<file path="config.mk">
export PLATFORM = sky130hd
export DESIGN_NAME = temp_sensor_config_alarm
export DESIGN_NICKNAME = d
export VERILOG_FILES = /design/src/include/temp_cfg_pkg.sv /design/src/core/fault_qualifier.sv /design/src/core/temp_sensor_config_alarm.sv
export VERILOG_INCLUDE_DIRS = /design/src /design/src/include
export SDC_FILE = /design/constraint.sdc
export NUM_CORES = 1
export LEC_CHECK = 0
export ABC_CLOCK_PERIOD_IN_PS = 3840
export BUFFER_PORTS_ARGS = -buffer_cell sky130_fd_sc_hd__buf_2
export CORE_MARGIN = 5
export CORE_UTILIZATION = 50
export DETAILED_ROUTE_END_ITERATION = 16
export HOLD_SLACK_MARGIN = 0.12
export PLACE_DENSITY = 0.66
export SLEW_MARGIN = 20
export SYNTH_ARGS = -nofsm -noshare
export SYNTH_HDL_FRONTEND = slang
export SYNTH_SLANG_ARGS = --single-unit
</file>
<file path="constraint.sdc">
create_clock -name SYS_CLK_I -period 3.84 [get_ports SYS_CLK_I]
set_input_delay 0.192 -clock SYS_CLK_I [delete_from_list [all_inputs] [get_ports SYS_CLK_I]]
set_output_delay 0.192 -clock SYS_CLK_I [all_outputs]
set_load 0.005 [all_outputs]
</file>
<file path="src/include/temp_cfg_defines.svh">
`ifndef TEMP_CFG_DEFINES_SVH
`define TEMP_CFG_DEFINES_SVH

// ----------------------------------------
// Pointer codes (two low pointer bits)
// ----------------------------------------
`define PTR_TEMP 2'h0
`define PTR_CFG 2'h1
`define PTR_LOWER 2'h2
`define PTR_UPPER 2'h3

// ----------------------------------------
// Configuration field positions
// ----------------------------------------
`define CFG_SHUTDOWN_BIT 0
`define CFG_THERMO_BIT 1
`define CFG_POLARITY_BIT 2
`define CFG_F_LO 3
`define CFG_F_HI 4
`define CFG_RES_LO 5
`define CFG_RES_HI 6
`define CFG_OS_BIT 7
`define CFG_EXT_BIT 12
`define CFG_ALARM_BIT 13
`define CFG_CR_LO 14
`define CFG_CR_HI 15

// ----------------------------------------
// Reset values
// ----------------------------------------
`define RST_SHUTDOWN 1'h0
`define RST_THERMO 1'h0
`define RST_POLARITY 1'h0
`define RST_FAULT 2'h0
`define RST_EXT 1'h0
`define RST_RATE 2'h2
`define RST_PTR 2'h0
`define RST_UPPER 16'h5000
`define RST_LOWER 16'h4B00

// ----------------------------------------
// Conversion intervals in ms, clock in cycles per ms
// ----------------------------------------
`define PER_RATE0_MS 4000
`define PER_RATE1_MS 1000
`define PER_RATE2_MS 250
`define PER_RATE3_MS 125
`define CLK_MHZ 125
`define CYC_PER_MS (`CLK_MHZ * 1000)

`endif

</file>
<file path="src/include/temp_cfg_pkg.sv">
package temp_cfg_pkg;

    // Host access, decoded from the two-wire transaction layer
    typedef struct packed {
        logic ptr_wr;
        logic wr;
        logic rd;
        logic [15:0] data;
    } host_req_t;

endpackage : temp_cfg_pkg

</file>
<file path="src/core/fault_qualifier.sv">
`timescale 1ns/1ps
module fault_qualifier
    import temp_cfg_pkg::*;
(
    input wire logic clk_i,
    input wire logic rstn_i,
    input wire logic sample_i,
    input wire logic over_i,
    input wire logic under_i,
    input wire logic [2:0] need_i,
    output logic active_o
);
    logic [2:0] cnt_q;
    logic [2:0] cnt_d;
    logic active_d;
    wire logic hit = active_o ? under_i : over_i;
    wire logic [2:0] cnt_inc = cnt_q + 3'h1;

    // ----------------------------------------
    // Consecutive-fault hysteresis
    // ----------------------------------------
    always_comb begin
        cnt_d = cnt_q;
        active_d = active_o;
        if (sample_i) begin
            if (!hit) begin
                cnt_d = 3'h0;
            end else if (cnt_inc >= need_i) begin
                cnt_d = 3'h0;
                active_d = !active_o;
            end else begin
                cnt_d = cnt_inc;
            end
        end
    end

    always_ff @(posedge clk_i or negedge rstn_i) begin
        if (!rstn_i) begin
            cnt_q <= 3'h0;
            active_o <= 1'b0;
        end else begin
            cnt_q <= cnt_d;
            active_o <= active_d;
        end
    end
endmodule : fault_qualifier

</file>
<file path="src/core/temp_sensor_config_alarm.sv">
`timescale 1ns/1ps
`include "temp_cfg_defines.svh"
// Function
// - Shutdown bit 1 stops, 0 converts continuously
// - Rate field picks 0.25/1/4/8 Hz
// - Flag drops after upper-limit faults, polarity 0
// - Flag holds until lower-limit faults clear it
// - Polarity 1 inverts the flag
// - Thermostat mode never touches the flag
// - Same polarity rule in every mode
// - Fault field needs 1, 2, 4, 6
// - Extended select switches 12/13-bit formats
module temp_sensor_config_alarm
    import temp_cfg_pkg::*;
#(
    parameter int unsigned CYC_PER_MS = `CYC_PER_MS
) (
    input wire logic SYS_CLK_I,
    input wire logic RSTN_I,
    input wire host_req_t HOST_REQ_I,
    input wire logic TEMP_VALID_I,
    input wire logic [12:0] TEMP_I,
    output logic [15:0] REG_RDATA_O,
    output logic REG_RVALID_O,
    output logic CONV_START_O
);
    localparam int unsigned PER0 = `PER_RATE0_MS * CYC_PER_MS;
    localparam int unsigned PER1 = `PER_RATE1_MS * CYC_PER_MS;
    localparam int unsigned PER2 = `PER_RATE2_MS * CYC_PER_MS;
    localparam int unsigned PER3 = `PER_RATE3_MS * CYC_PER_MS;

    logic [1:0] ptr_q;
    logic shutdown_select_q, thermostat_mode_sel_q;
    logic alert_polarity_q, extended_range_sel_q, busy_q;
    logic [1:0] fault_q, rate_q;
    logic [15:0] upper_q, lower_q;
    logic signed [12:0] temp_q;
    logic [31:0] tmr_q;
    logic [31:0] tmr_d;
    logic alarm_active;

    // ----------------------------------------
    // Register decode
    // ----------------------------------------
    wire logic [1:0] sel = ptr_q;
    wire logic wr_cfg = HOST_REQ_I.wr && !HOST_REQ_I.ptr_wr && sel == `PTR_CFG;
    wire logic wr_up = HOST_REQ_I.wr && sel == `PTR_UPPER;
    wire logic wr_lo = HOST_REQ_I.wr && sel == `PTR_LOWER;
    wire logic [1:0] rate_new = HOST_REQ_I.data[`CFG_CR_HI:`CFG_CR_LO];
    wire logic rate_rewrite = wr_cfg;
    wire logic alarm_flag = alert_polarity_q ? alarm_active : !alarm_active;
    wire logic [15:0] cfg_rd = {rate_q, alarm_flag, extended_range_sel_q, 4'h0,
                                !busy_q, 2'h3, fault_q, alert_polarity_q,
                                thermostat_mode_sel_q, shutdown_select_q};
    wire logic [15:0] temp_rd = extended_range_sel_q ? {temp_q, 3'h1} :
                                {temp_q[11:0], 4'h0};
    wire logic [15:0] rd_mux = (sel == `PTR_TEMP) ? temp_rd :
                               (sel == `PTR_CFG) ? cfg_rd :
                               (sel == `PTR_LOWER) ? lower_q : upper_q;

    // ----------------------------------------
    // Limit compare in the active format
    // ----------------------------------------
    wire logic signed [12:0] up_v = extended_range_sel_q ? upper_q[15:3] :
                                    {upper_q[15], upper_q[15:4]};
    wire logic signed [12:0] lo_v = extended_range_sel_q ? lower_q[15:3] :
                                    {lower_q[15], lower_q[15:4]};
    wire logic signed [12:0] t_v = extended_range_sel_q ? $signed(TEMP_I) :
                                   {TEMP_I[11], TEMP_I[11:0]};
    wire logic over = t_v >= up_v;
    wire logic under = t_v < lo_v;
    wire logic [2:0] need = (fault_q == 2'h0) ? 3'h1 : (fault_q == 2'h1) ? 3'h2 :
                            (fault_q == 2'h2) ? 3'h4 : 3'h6;

    // ----------------------------------------
    // Conversion timer
    // ----------------------------------------
    wire logic [1:0] rate_eff = rate_rewrite ? rate_new : rate_q;
    wire logic [31:0] reload = (rate_eff == 2'h0) ? PER0 : (rate_eff == 2'h1) ? PER1 :
                               (rate_eff == 2'h2) ? PER2 : PER3;
    wire logic fire = !shutdown_select_q && tmr_q == 32'h0 && !rate_rewrite;

    always_comb begin
        tmr_d = tmr_q - 32'h1;
        if (shutdown_select_q || rate_rewrite || tmr_q == 32'h0) begin
            tmr_d = reload - 32'h1;
        end
    end

    // Interval counts from the first cycle after the rewrite, so a stale
    // count never fires at the old rate
    always_ff @(posedge SYS_CLK_I or negedge RSTN_I) begin
        if (!RSTN_I) begin
            tmr_q <= 32'h0;
            CONV_START_O <= 1'b0;
            busy_q <= 1'b1;
        end else begin
            tmr_q <= tmr_d;
            CONV_START_O <= fire;
            busy_q <= fire | (busy_q & !TEMP_VALID_I);
        end
    end

    // ----------------------------------------
    // Configuration and limit registers
    // ----------------------------------------
    always_ff @(posedge SYS_CLK_I or negedge RSTN_I) begin
        if (!RSTN_I) begin
            ptr_q <= `RST_PTR;
            shutdown_select_q <= `RST_SHUTDOWN;
            thermostat_mode_sel_q <= `RST_THERMO;
            alert_polarity_q <= `RST_POLARITY;
            fault_q <= `RST_FAULT;
            extended_range_sel_q <= `RST_EXT;
            rate_q <= `RST_RATE;
        end else if (HOST_REQ_I.ptr_wr) begin
            ptr_q <= HOST_REQ_I.data[1:0];
        end else if (wr_cfg) begin
            shutdown_select_q <= HOST_REQ_I.data[`CFG_SHUTDOWN_BIT];
            thermostat_mode_sel_q <= HOST_REQ_I.data[`CFG_THERMO_BIT];
            alert_polarity_q <= HOST_REQ_I.data[`CFG_POLARITY_BIT];
            fault_q <= HOST_REQ_I.data[`CFG_F_HI:`CFG_F_LO];
            extended_range_sel_q <= HOST_REQ_I.data[`CFG_EXT_BIT];
            rate_q <= rate_new;
        end
    end

    always_ff @(posedge SYS_CLK_I or negedge RSTN_I) begin
        if (!RSTN_I) begin
            upper_q <= `RST_UPPER;
            lower_q <= `RST_LOWER;
        end else begin
            if (wr_up && !HOST_REQ_I.ptr_wr) upper_q <= HOST_REQ_I.data;
            if (wr_lo && !HOST_REQ_I.ptr_wr) lower_q <= HOST_REQ_I.data;
        end
    end

    always_ff @(posedge SYS_CLK_I or negedge RSTN_I) begin
        if (!RSTN_I) begin
            temp_q <= 13'h0000;
            REG_RDATA_O <= 16'h0000;
            REG_RVALID_O <= 1'b0;
        end else begin
            if (TEMP_VALID_I) temp_q <= TEMP_I;
            REG_RVALID_O <= HOST_REQ_I.rd;
            if (HOST_REQ_I.rd) REG_RDATA_O <= rd_mux;
        end
    end

    // Alarm moves only on conversion results; mode bit is not an input
    fault_qualifier u_fault (
        .clk_i(SYS_CLK_I),
        .rstn_i(RSTN_I),
        .sample_i(TEMP_VALID_I),
        .over_i(over),
        .under_i(under),
        .need_i(need),
        .active_o(alarm_active)
    );

    // ----------------------------------------
    // Assertions
    // ----------------------------------------
    wire logic rd_cfg = HOST_REQ_I.rd && sel == `PTR_CFG && !HOST_REQ_I.ptr_wr;
    wire logic rd_tmp = HOST_REQ_I.rd && sel == `PTR_TEMP && !HOST_REQ_I.ptr_wr;
endmodule : temp_sensor_config_alarm

</file>
Word-level counts from Yosys, hierarchy flattened
Index checks and enable logic that the tools add are counted.
{ "op_classes": {"n_mux": 19, "mul": 0, "reduce_logical": 22, "eq_ne": 7, "bitwise": 3, "shifts": 0, "addsub": 3, "magnitude_cmp": 3, "div_mod_pow": 0} }
{ "ops": {"columns": ["cell", "n"], "rows": [
  ["$mux W16", 4],
  ["$logic_not A32 Y1", 1],
  ["$mux W32", 1],
  ["$sub A32 B1 Y32 const B", 1],
  ["$sub A29 B1 Y30 const B", 1],
  ["$mux W29", 1],
  ["$mux W27", 1],
  ["$mux W25", 1],
  ["$mux W12", 2],
  ["$ge A13 B13 Y1", 1],
  ["$lt A13 B13 Y1", 1],
  ["$mux W13", 1],
  ["$mux W3", 4],
  ["$eq A2 B2 Y1 const B", 4],
  ["$logic_and A1 B1 Y1", 8],
  ["$eq A2 B1 Y1 const B", 3],
  ["$logic_not A1 Y1", 6],
  ["$logic_not A2 Y1", 3],
  ["$mux W2", 2],
  ["$add A3 B1 Y3 const B", 1],
  ["$ge A3 B3 Y1", 1],
  ["$reduce_and A3 Y1", 1],
  ["$logic_or A1 B1 Y1", 2],
  ["$mux W1", 2],
  ["other kinds (4)", 4]
]} }
{ "word_totals": {"mem_bits_ro": 0, "register_bits": 110, "latch_bits": 0, "output_inout_bits": 18, "memories": 0, "in_bits": 35, "mem_bits_rw": 0} }

Depth between registers and ports, before layout
Gate-level depths: netlist of the first run.
{ "depth": {"word_depth": 10, "ltp_mapped": 11} }

Cells and area by module
From an unflattened synthesis of the first run, not the netlist that was laid out.
{ "unflattened": {"cells_unflattened": 534, "hier_area_um2": 6208.5} }
{ "by_module_without_submodules": {"columns": ["mod", "cells_each", "area_each_um2", "n_inst"], "rows": [
  ["temp_sensor_config_alarm", 507, 5943.2, 1],
  ["fault_qualifier", 27, 265.3, 1]
]} }

Worst setup path after synthesis of the first run
No wires, ideal clock.
{ "synth_timing": {"path_type": "flip-flop to flip-flop", "start": "reg extended_range_sel_q", "end": "reg u_fault.cnt_q[2]", "arrival_ns": 3.277, "slack_ns": 0.418, "period_less_slack_ns": 3.422, "t_required_ns": 3.695, "path_buffers": 3, "stages_incl_launch_ff": 12, "setup_time_ns": 0.145, "cell_sequence": "dfrtp_1 > clkbuf_1 > clkbuf_1 > clkbuf_1 > mux2i_1 > ha_1 > and4_1 > and3_1 > a21o_1 > a2111o_1 > o31ai_1 > o32ai_1"} }
{ "synth_between": {"elab_chain_cells": 4, "word_cells_on_any_way": 7} }
{ "synth_lines": {"columns": ["item", "line", "rtl"], "rows": [
  ["start, declared", "temp_sensor_config_alarm.sv:34", "logic alert_polarity_q, extended_range_sel_q, busy_q;"],
  ["start signal, assigned", "temp_sensor_config_alarm.sv:114", "extended_range_sel_q <= `RST_EXT;"],
  ["start signal, assigned", "temp_sensor_config_alarm.sv:123", "extended_range_sel_q <= HOST_REQ_I.data[`CFG_EXT_BIT];"],
  ["$mux W13 (tied with other cells)", "temp_sensor_config_alarm.sv:68", "wire logic signed [12:0] t_v = extended_range_sel_q ? $signed(TEMP_I) :"],
  ["$ge A13 B13 Y1 / $lt A13 B13 Y1 (equally long branches)", "temp_sensor_config_alarm.sv:70, temp_sensor_config_alarm.sv:71", null],
  ["$mux W1 (*)", "fault_qualifier.sv:16", "wire logic hit = active_o ? under_i : over_i;"],
  ["$mux W3 (*)", "fault_qualifier.sv:26", "if (!hit) begin"],
  ["end signal, assigned", "fault_qualifier.sv:42", "cnt_q <= cnt_d;"],
  ["end, declared", "fault_qualifier.sv:13", "logic [2:0] cnt_q;"]
]} }
Mark *: on every way between the ends. The rest lies on a longest branch, timed or not.
A chain may end at the register's enable or synchronous reset.

Worst setup path in the final report of the first run
Same ends and word-level chain as after synthesis.

==> impl_results.md, run 1 <==
* Status: finished clean
* Clock Root Buffer: clkbuf_16
* Max Clk Rate at 327 MHz
* Total CTS buffers at 9
* Initial Util at 51.0%
* Area Overhead vs Synth at 15.1%
* Initial DRC Count at 306
* Die height at 121 um
* Worst R2R Path Depth at 9
* Critical path fanouts, max at 26
* Total setup buffers inserted after CTS at 0
* Cells after DPL at 722
* Row cnt at 40
* Busiest grt layer: met1
* Max-cap viol count at 0
* Critical path's slowest cell: dfrtp_2
* Post-CTS Resized at 0
* CP Launch Type: flip-flop
* Final Cycle Share at 79.7%
* Antenna diodes at 0
* CTS tree: yes
* Final WL at 13.3 mm
* RR Endpoint: u_fault.cnt_q[2]
* Number of routed nets with antenna violations at 0
* Post-DP HPWL at 9.28 mm
* Most common cell after layout, fill and taps aside: dfrtp_1
* GR Overflow Total at 0
* CTS max path bufs at 2
* Syn. warnings at 0
* Setup violators final at 0
* CP dominant cell by count: o21ai_0
* Filler cells at 1024
* #FFs+latches synth at 110
* Mapped Area at 6130 um^2
* Buffers & Inverters on Critical Path at 1
* GPL Wtd Cong at 0.820
* Final Hold Fails at 0
* Endpoint type of the worst setup path: flip-flop
* DRC at 0
* Die Wd at 121 um
* TritonCTS Sinks at 110
* Area contributors post-synth: dfrtp_1, mux2_2, ha_1, mux2i_1, a21oi_1
* Overall Global Routing Usage at 19.2%
* Number of flops mapped to enable cells by yosys at 0
* Worst Tran Pin Value at 1.10 ns
* Post-synth top area cell: dfrtp_1
* Post-synthesis async set-or-reset flop share at 100%
* Main synth FF type: dfrtp_1
* Period minus WS final at 3.06 ns
* Static leakage at 3.10 nW
* Gate Count Post-Synth at 540
* Crit-path cells: buf_4 -> mux2i_1 -> ha_1 -> a21oi_1 -> o21ai_0 -> o2111ai_1 -> a31o_2 -> o21ai_0 -> o32ai_1
* Final nets at 682
* # H-tree levels at 3
* Syn_nets at 613
* Slew Viols, Final at 0
* Area of the core at 12000 um^2
* Final setup TNS at 0 ns
* Number of buffers added on ports at 52
* Max IR drop VDD at 0.298 mV
* Vias in the first global route at 4424
* CP Data Required Time at 4.07 ns
* RSZ-0062 raised after global routing: no
* WL/cell at 17.5 um
* Hold Path Class: in -> reg
* Ratio of cells with drive above 1 in the final layout at 28.8%
* Number of vias per cell at 5.61
* First-pass GRT wire length at 22.4 mm
* Die area at 14600 um^2
* Top delay family on crit path: compound AO/OA/AOI/OAI gates
* Synth top area share at 41.6%
* Critical Path Max Stage Delay at 0.79 ns
* Hold_buf cts at 23
* Initial antenna violation count at 0
* Core Util, Final at 58.8%
* Power per standard cell area at 594 nW/um^2
* CTS clock-pin slew for the worst setup and hold paths at 0.07 ns
* Io pins at 53
* Skew-Pair Late Insertion Delay at 0.35 ns
* GR Util met1 at 28.8%
* Register area share after synthesis at 45.1%
* Commonest non-fill, non-tap cells in the layout: dfrtp_1, mux2_2, buf_2, a21oi_1, nor2_1
* WP data arrival at 3.29 ns
* First-pass detailed-route iteration total at 4
* Relative slew slack at 26.3%
* R2r startpoint: extended_range_sel_q
* Vias at 4267
* Avg Cell Area, Syn at 11.4 um^2
* Met3 global-route usage at 3.04%
* Finished Layout Cells at 761
* Endpoint, Worst Hold: temp_q[5]
* Critical path class: reg -> reg
* Largest net degree at the start of global routing at 47
* Distinct cells, synth at 53
* Worst Hold Launch: TEMP_I[5]
* Fin Clk Skew at 0.00802 ns
* Worst reg2reg setup slack at 0.78 ns
* Met2 usage at 28.6%
* Hold Path Cell Cnt at 2
-- per-layer routing --
metal  vias to the layer above  part of all wire, %  routed length (um)
met5                         -                    0                   0
met4                         0                  1.5                 197
met3                        17                  4.2                 553
met2                        75                   44                5870
met1                      2093                   50                6660
li1                       2082                    -                   -
-- cell usage after synthesis, types with 3 or more instances --
master	n
dfrtp_1	102
nand3b_1	4
mux4_2	7
xnor2_1	21
mux2i_1	33
buf_1	3
nor2b_1	4
inv_1	16
a31oi_1	7
nor4_1	5
clkbuf_1	20
nand4b_1	3
mux2_2	71
ha_1	38
nand2_1	28
o21ai_0	13
and2_1	4
nor2_1	41
a21o_1	7
dfstp_2	8
nand3_1	3
o211ai_1	3
nor3_1	10
a21oi_1	43
xor2_1	7
and3_1	3
-- cells by family (layout without fill, tap and decap cells) --
family                   count (synthesis)  count (layout)  share of synthesized area, %
AO/OA/AOI/OAI                           86              86                          8.35
multiplexers                           111             111                          21.0
buffers and inverters                   41             115                          2.65
adder cells (fa/ha/maj)                 38              38                          7.76
XOR/XNOR                                28              28                          4.00
flip-flops                             110             110                          45.1
AND/OR/NAND/NOR                        126             126                          11.2
-- report_power, final --
group	internal (mW)	switching [mW]	total, mW
clock	0.440	0.421	0.861
sequential	1.53	0.364	1.89
combinational	0.761	0.679	1.44
-- worst max-delay path by stage --
stage	from	to	slack (ns)	depth (start not counted)
after floorplan	extended_range_sel_q	u_fault.cnt_q[2]	0.42	11
after global placement	extended_range_sel_q	u_fault.cnt_q[2]	0.95	9
after detailed placement	extended_range_sel_q	u_fault.cnt_q[2]	0.84	9
after CTS	extended_range_sel_q	u_fault.cnt_q[2]	0.81	9
after global routing	extended_range_sel_q	u_fault.cnt_q[2]	0.62	9
final	extended_range_sel_q	u_fault.cnt_q[2]	0.78	9
-- per-stage QoR --
stage               hold slack [ns]  power (mW)  area, um^2  setup slack (ns)
floorplan                    -0.104        2.90        6130             0.418
global placement              0.238        3.27        6560             0.951
detailed placement            0.242        3.33        6560             0.842
CTS                           0.121        4.23        7060             0.811
global route                  0.134        4.51        7060             0.622
finish                        0.131        4.19        7060             0.780
-- registers in the layout, indices dropped and copies added (netlist names), 2 cells and up --
signal / cells
temp_q: 13
u_fault.cnt_q: 3
tmr_q: 32
lower_q: 16
REG_RDATA_O: 16
fault_q: 2
ptr_q: 2
upper_q: 16
rate_q: 2
-- final cells by class --
type                       instances  area [um^2]  share of cell area [%]
multi-input combinational        389         3230                    45.8
sequential                       110         2760                    39.2
timing repair buffer              83          553                    7.83
clock buffer                      10          229                    3.24
tap                              147          184                    2.61
inverter                          16         60.1                   0.851
clock inverter                     6         37.5                   0.532
Power figures use the tool's default switching activity.
==> inputs of run 2 (changes only) <==
--- a/config.mk
+++ b/config.mk
@@ -6,13 +6,13 @@
 export SDC_FILE = /design/constraint.sdc
 export NUM_CORES = 1
 export LEC_CHECK = 0
-export ABC_CLOCK_PERIOD_IN_PS = 3840
+export ABC_CLOCK_PERIOD_IN_PS = 2500
 export BUFFER_PORTS_ARGS = -buffer_cell sky130_fd_sc_hd__buf_2
 export CORE_MARGIN = 5
 export CORE_UTILIZATION = 50
 export DETAILED_ROUTE_END_ITERATION = 16
 export HOLD_SLACK_MARGIN = 0.12
-export PLACE_DENSITY = 0.66
+export PLACE_DENSITY = 0.68
 export SLEW_MARGIN = 20
 export SYNTH_ARGS = -nofsm -noshare
 export SYNTH_HDL_FRONTEND = slang
==> constraint.sdc (replaced) <==
create_clock -name SYS_CLK_I -period 2.5 [get_ports SYS_CLK_I]
set_input_delay 0.125 -clock SYS_CLK_I [delete_from_list [all_inputs] [get_ports SYS_CLK_I]]
set_output_delay 0.125 -clock SYS_CLK_I [all_outputs]
set_load 0.005 [all_outputs]
==> impl_results.md, run 2 (synthesized netlist as in run 1, its figures left out) <==
* Slew Viols, Final at 0
* Number of vias per cell at 5.67
* Int Pwr at 4.39 mW
* Register bank with the most flops: tmr_q
* Top delay family on crit path: simple AND/OR/NAND/NOR gates
* Area Overhead vs Synth at 21.4%
* Max Clk Rate at 411 MHz
* Max IR drop VDD at 0.610 mV
* Post-DP HPWL at 9.92 mm
* Sequential share of power at 41.7%
* Fin Clk Skew at 0.0123 ns
* First-pass detailed-route iteration total at 4
* CTS max path bufs at 2
* WL/cell at 18.1 um
* Final Hold Fails at 0
* TritonCTS Sinks at 110
* Vias in the first global route at 4814
* Multi-input gate area at 3340 um^2
* Commonest non-fill, non-tap cells in the layout: dfrtp_1, mux2_2, buf_2, a21oi_1, nor2_1
* Combinational power share at 37.1%
* Period minus WS final at 2.43 ns
* P_sw at 2.46 mW
* Number of buffers added on ports at 52
* CP Launch Type: flip-flop
* CTS clock-pin slew for the worst setup and hold paths at 0.08 ns
* Area of the core at 12000 um^2
* Pre-CTS setup slack at -0.108 ns
* Skew-Pair Late Insertion Delay at 0.36 ns
* Static leakage at 3.26 nW
* Setup violators final at 0
* Relative slew slack at 47.0%
* Vias at 4443
* Die area at 14600 um^2
* Endpoint type of the worst setup path: flip-flop
* Largest net degree at the start of global routing at 62
* CP Data Required Time at 2.75 ns
* Overall Global Routing Usage at 20.5%
* Ratio of cells with drive above 1 in the final layout at 32.4%
* Number of routed nets with antenna violations at 0
* RSZ-0062 raised after global routing: yes
* GR Overflow Total at 0
* Critical path class: reg -> reg
* Initial DRC Count at 244
* Final WL at 14.1 mm
* Initial Util at 51.0%
* Max reg flops at 32
* Critical path's slowest cell: or4_4
* Worst Slack Setup Final at 0.0672 ns
* WP data arrival at 2.69 ns
* Final Cycle Share at 97.3%
* Final nets at 704
* Buffers & Inverters on Critical Path at 0
* Hold Path Class: in -> async
* Critical Path Max Stage Delay at 0.57 ns
* Power per standard cell area at 921 nW/um^2
* CTS tree: yes
* Initial antenna violation count at 0
* Antenna diodes at 0
* Tot Pwr at 6.85 mW
* Reg area at 2760 um^2
* # H-tree levels at 3
* Max-cap viol count at 0
* GPL Wtd Cong at 0.851
* First-pass GRT wire length at 24.0 mm
* Die Wd at 121 um
* Die height at 121 um
* Clock Root Buffer: clkbuf_16
* Status: finished clean
* Critical path fanouts, max at 6
* Sw Ratio at 36.0%
* Io pins at 53
* Worst Tran Pin Value at 0.792 ns
* DRC at 0
* Filler cells at 978
* Crit-path cells: or3_1 -> or4_4 -> or3_4 -> nor4b_4 -> xnor2_1 -> a21oi_1
* Total CTS buffers at 9
* Row cnt at 40
* Most common cell after layout, fill and taps aside: dfrtp_1
* Clock share of power at 21.1%
## run 2: changes by cell type in the layout (fill, tap and decap cells not counted), sizes merged
| cell | change |
|---|---|
| dlygate4sd3 | +7 |
| buf | +14 |
| inv | +3 |
| clkinv | -2 |
## run 2: repair_timing
action                     in CTS  in global routing
hold buffers                   30                  0
gates resized for setup         1                  7
hold endpoints to repair      158                  0
setup endpoints to repair      29                 22
cloned                          0                  1
setup buffers                   0                  1
pin swaps                       0                  2
## run 2: final cells by class
type / count / area share [%]
Sequential cell: 110 / 37.1
Multi-Input combinational cell: 389 / 44.9
Clock buffer: 9 / 3.03
Clock inverter: 7 / 0.992
Tap cell: 147 / 2.47
Inverter: 16 / 0.807
Timing Repair Buffer: 105 / 10.6
## run 2: path summary, 6_finish.rpt
| kind | from | end | slack, ns | depth (start not counted) |
|---|---|---|---|---|
| min in group SYS_CLK_I | HOST_REQ_I[18] | ptr_q[1] | 0.13 | 2 |
| max in group asynchronous | RSTN_I | upper_q[0] | 1.63 | 3 |
| worst min register to register | tmr_q[0] | tmr_q[0] | 0.48 | 1 |
| worst max register to register | tmr_q[12] | tmr_q[25] | 0.07 | 6 |
| worst max-delay path | tmr_q[12] | tmr_q[25] | 0.07 | 6 |
| worst min-delay path | RSTN_I | extended_range_sel_q | 0.12 | 2 |
## run 2: through the flow
step	hold slack [ns]	cells	TNS (ns)	utilization (%)	area, um^2
final	0.125	783	0	61.9	7440
after global placement	-0.0404	735	0	56.3	6760
after floorplan	-0.171	540	-0.117	-	6260
after detailed placement	-0.0418	735	-1.73	56.3	6760
after CTS	0.121	781	0	61.4	7370
after global routing	0.140	783	-0.0951	61.9	7440
## run 2: routing by layer
metal | GRT usage [%] | share of wire [%]
met1 | 28.9 | 48
met2 | 32.7 | 47
met3 | 4.02 | 3.6
met4 | 5.52 | 1.3
met5 | 0 | 0
## run 2: power groups by stage
stage	clock network, mW	registers (mW)	logic, mW
finish	1.45	2.86	2.54
global route	1.54	2.94	2.84
global placement	0	2.85	2.34
CTS	1.48	2.85	2.49
floorplan	0	2.75	1.86
detailed placement	0	2.88	2.43
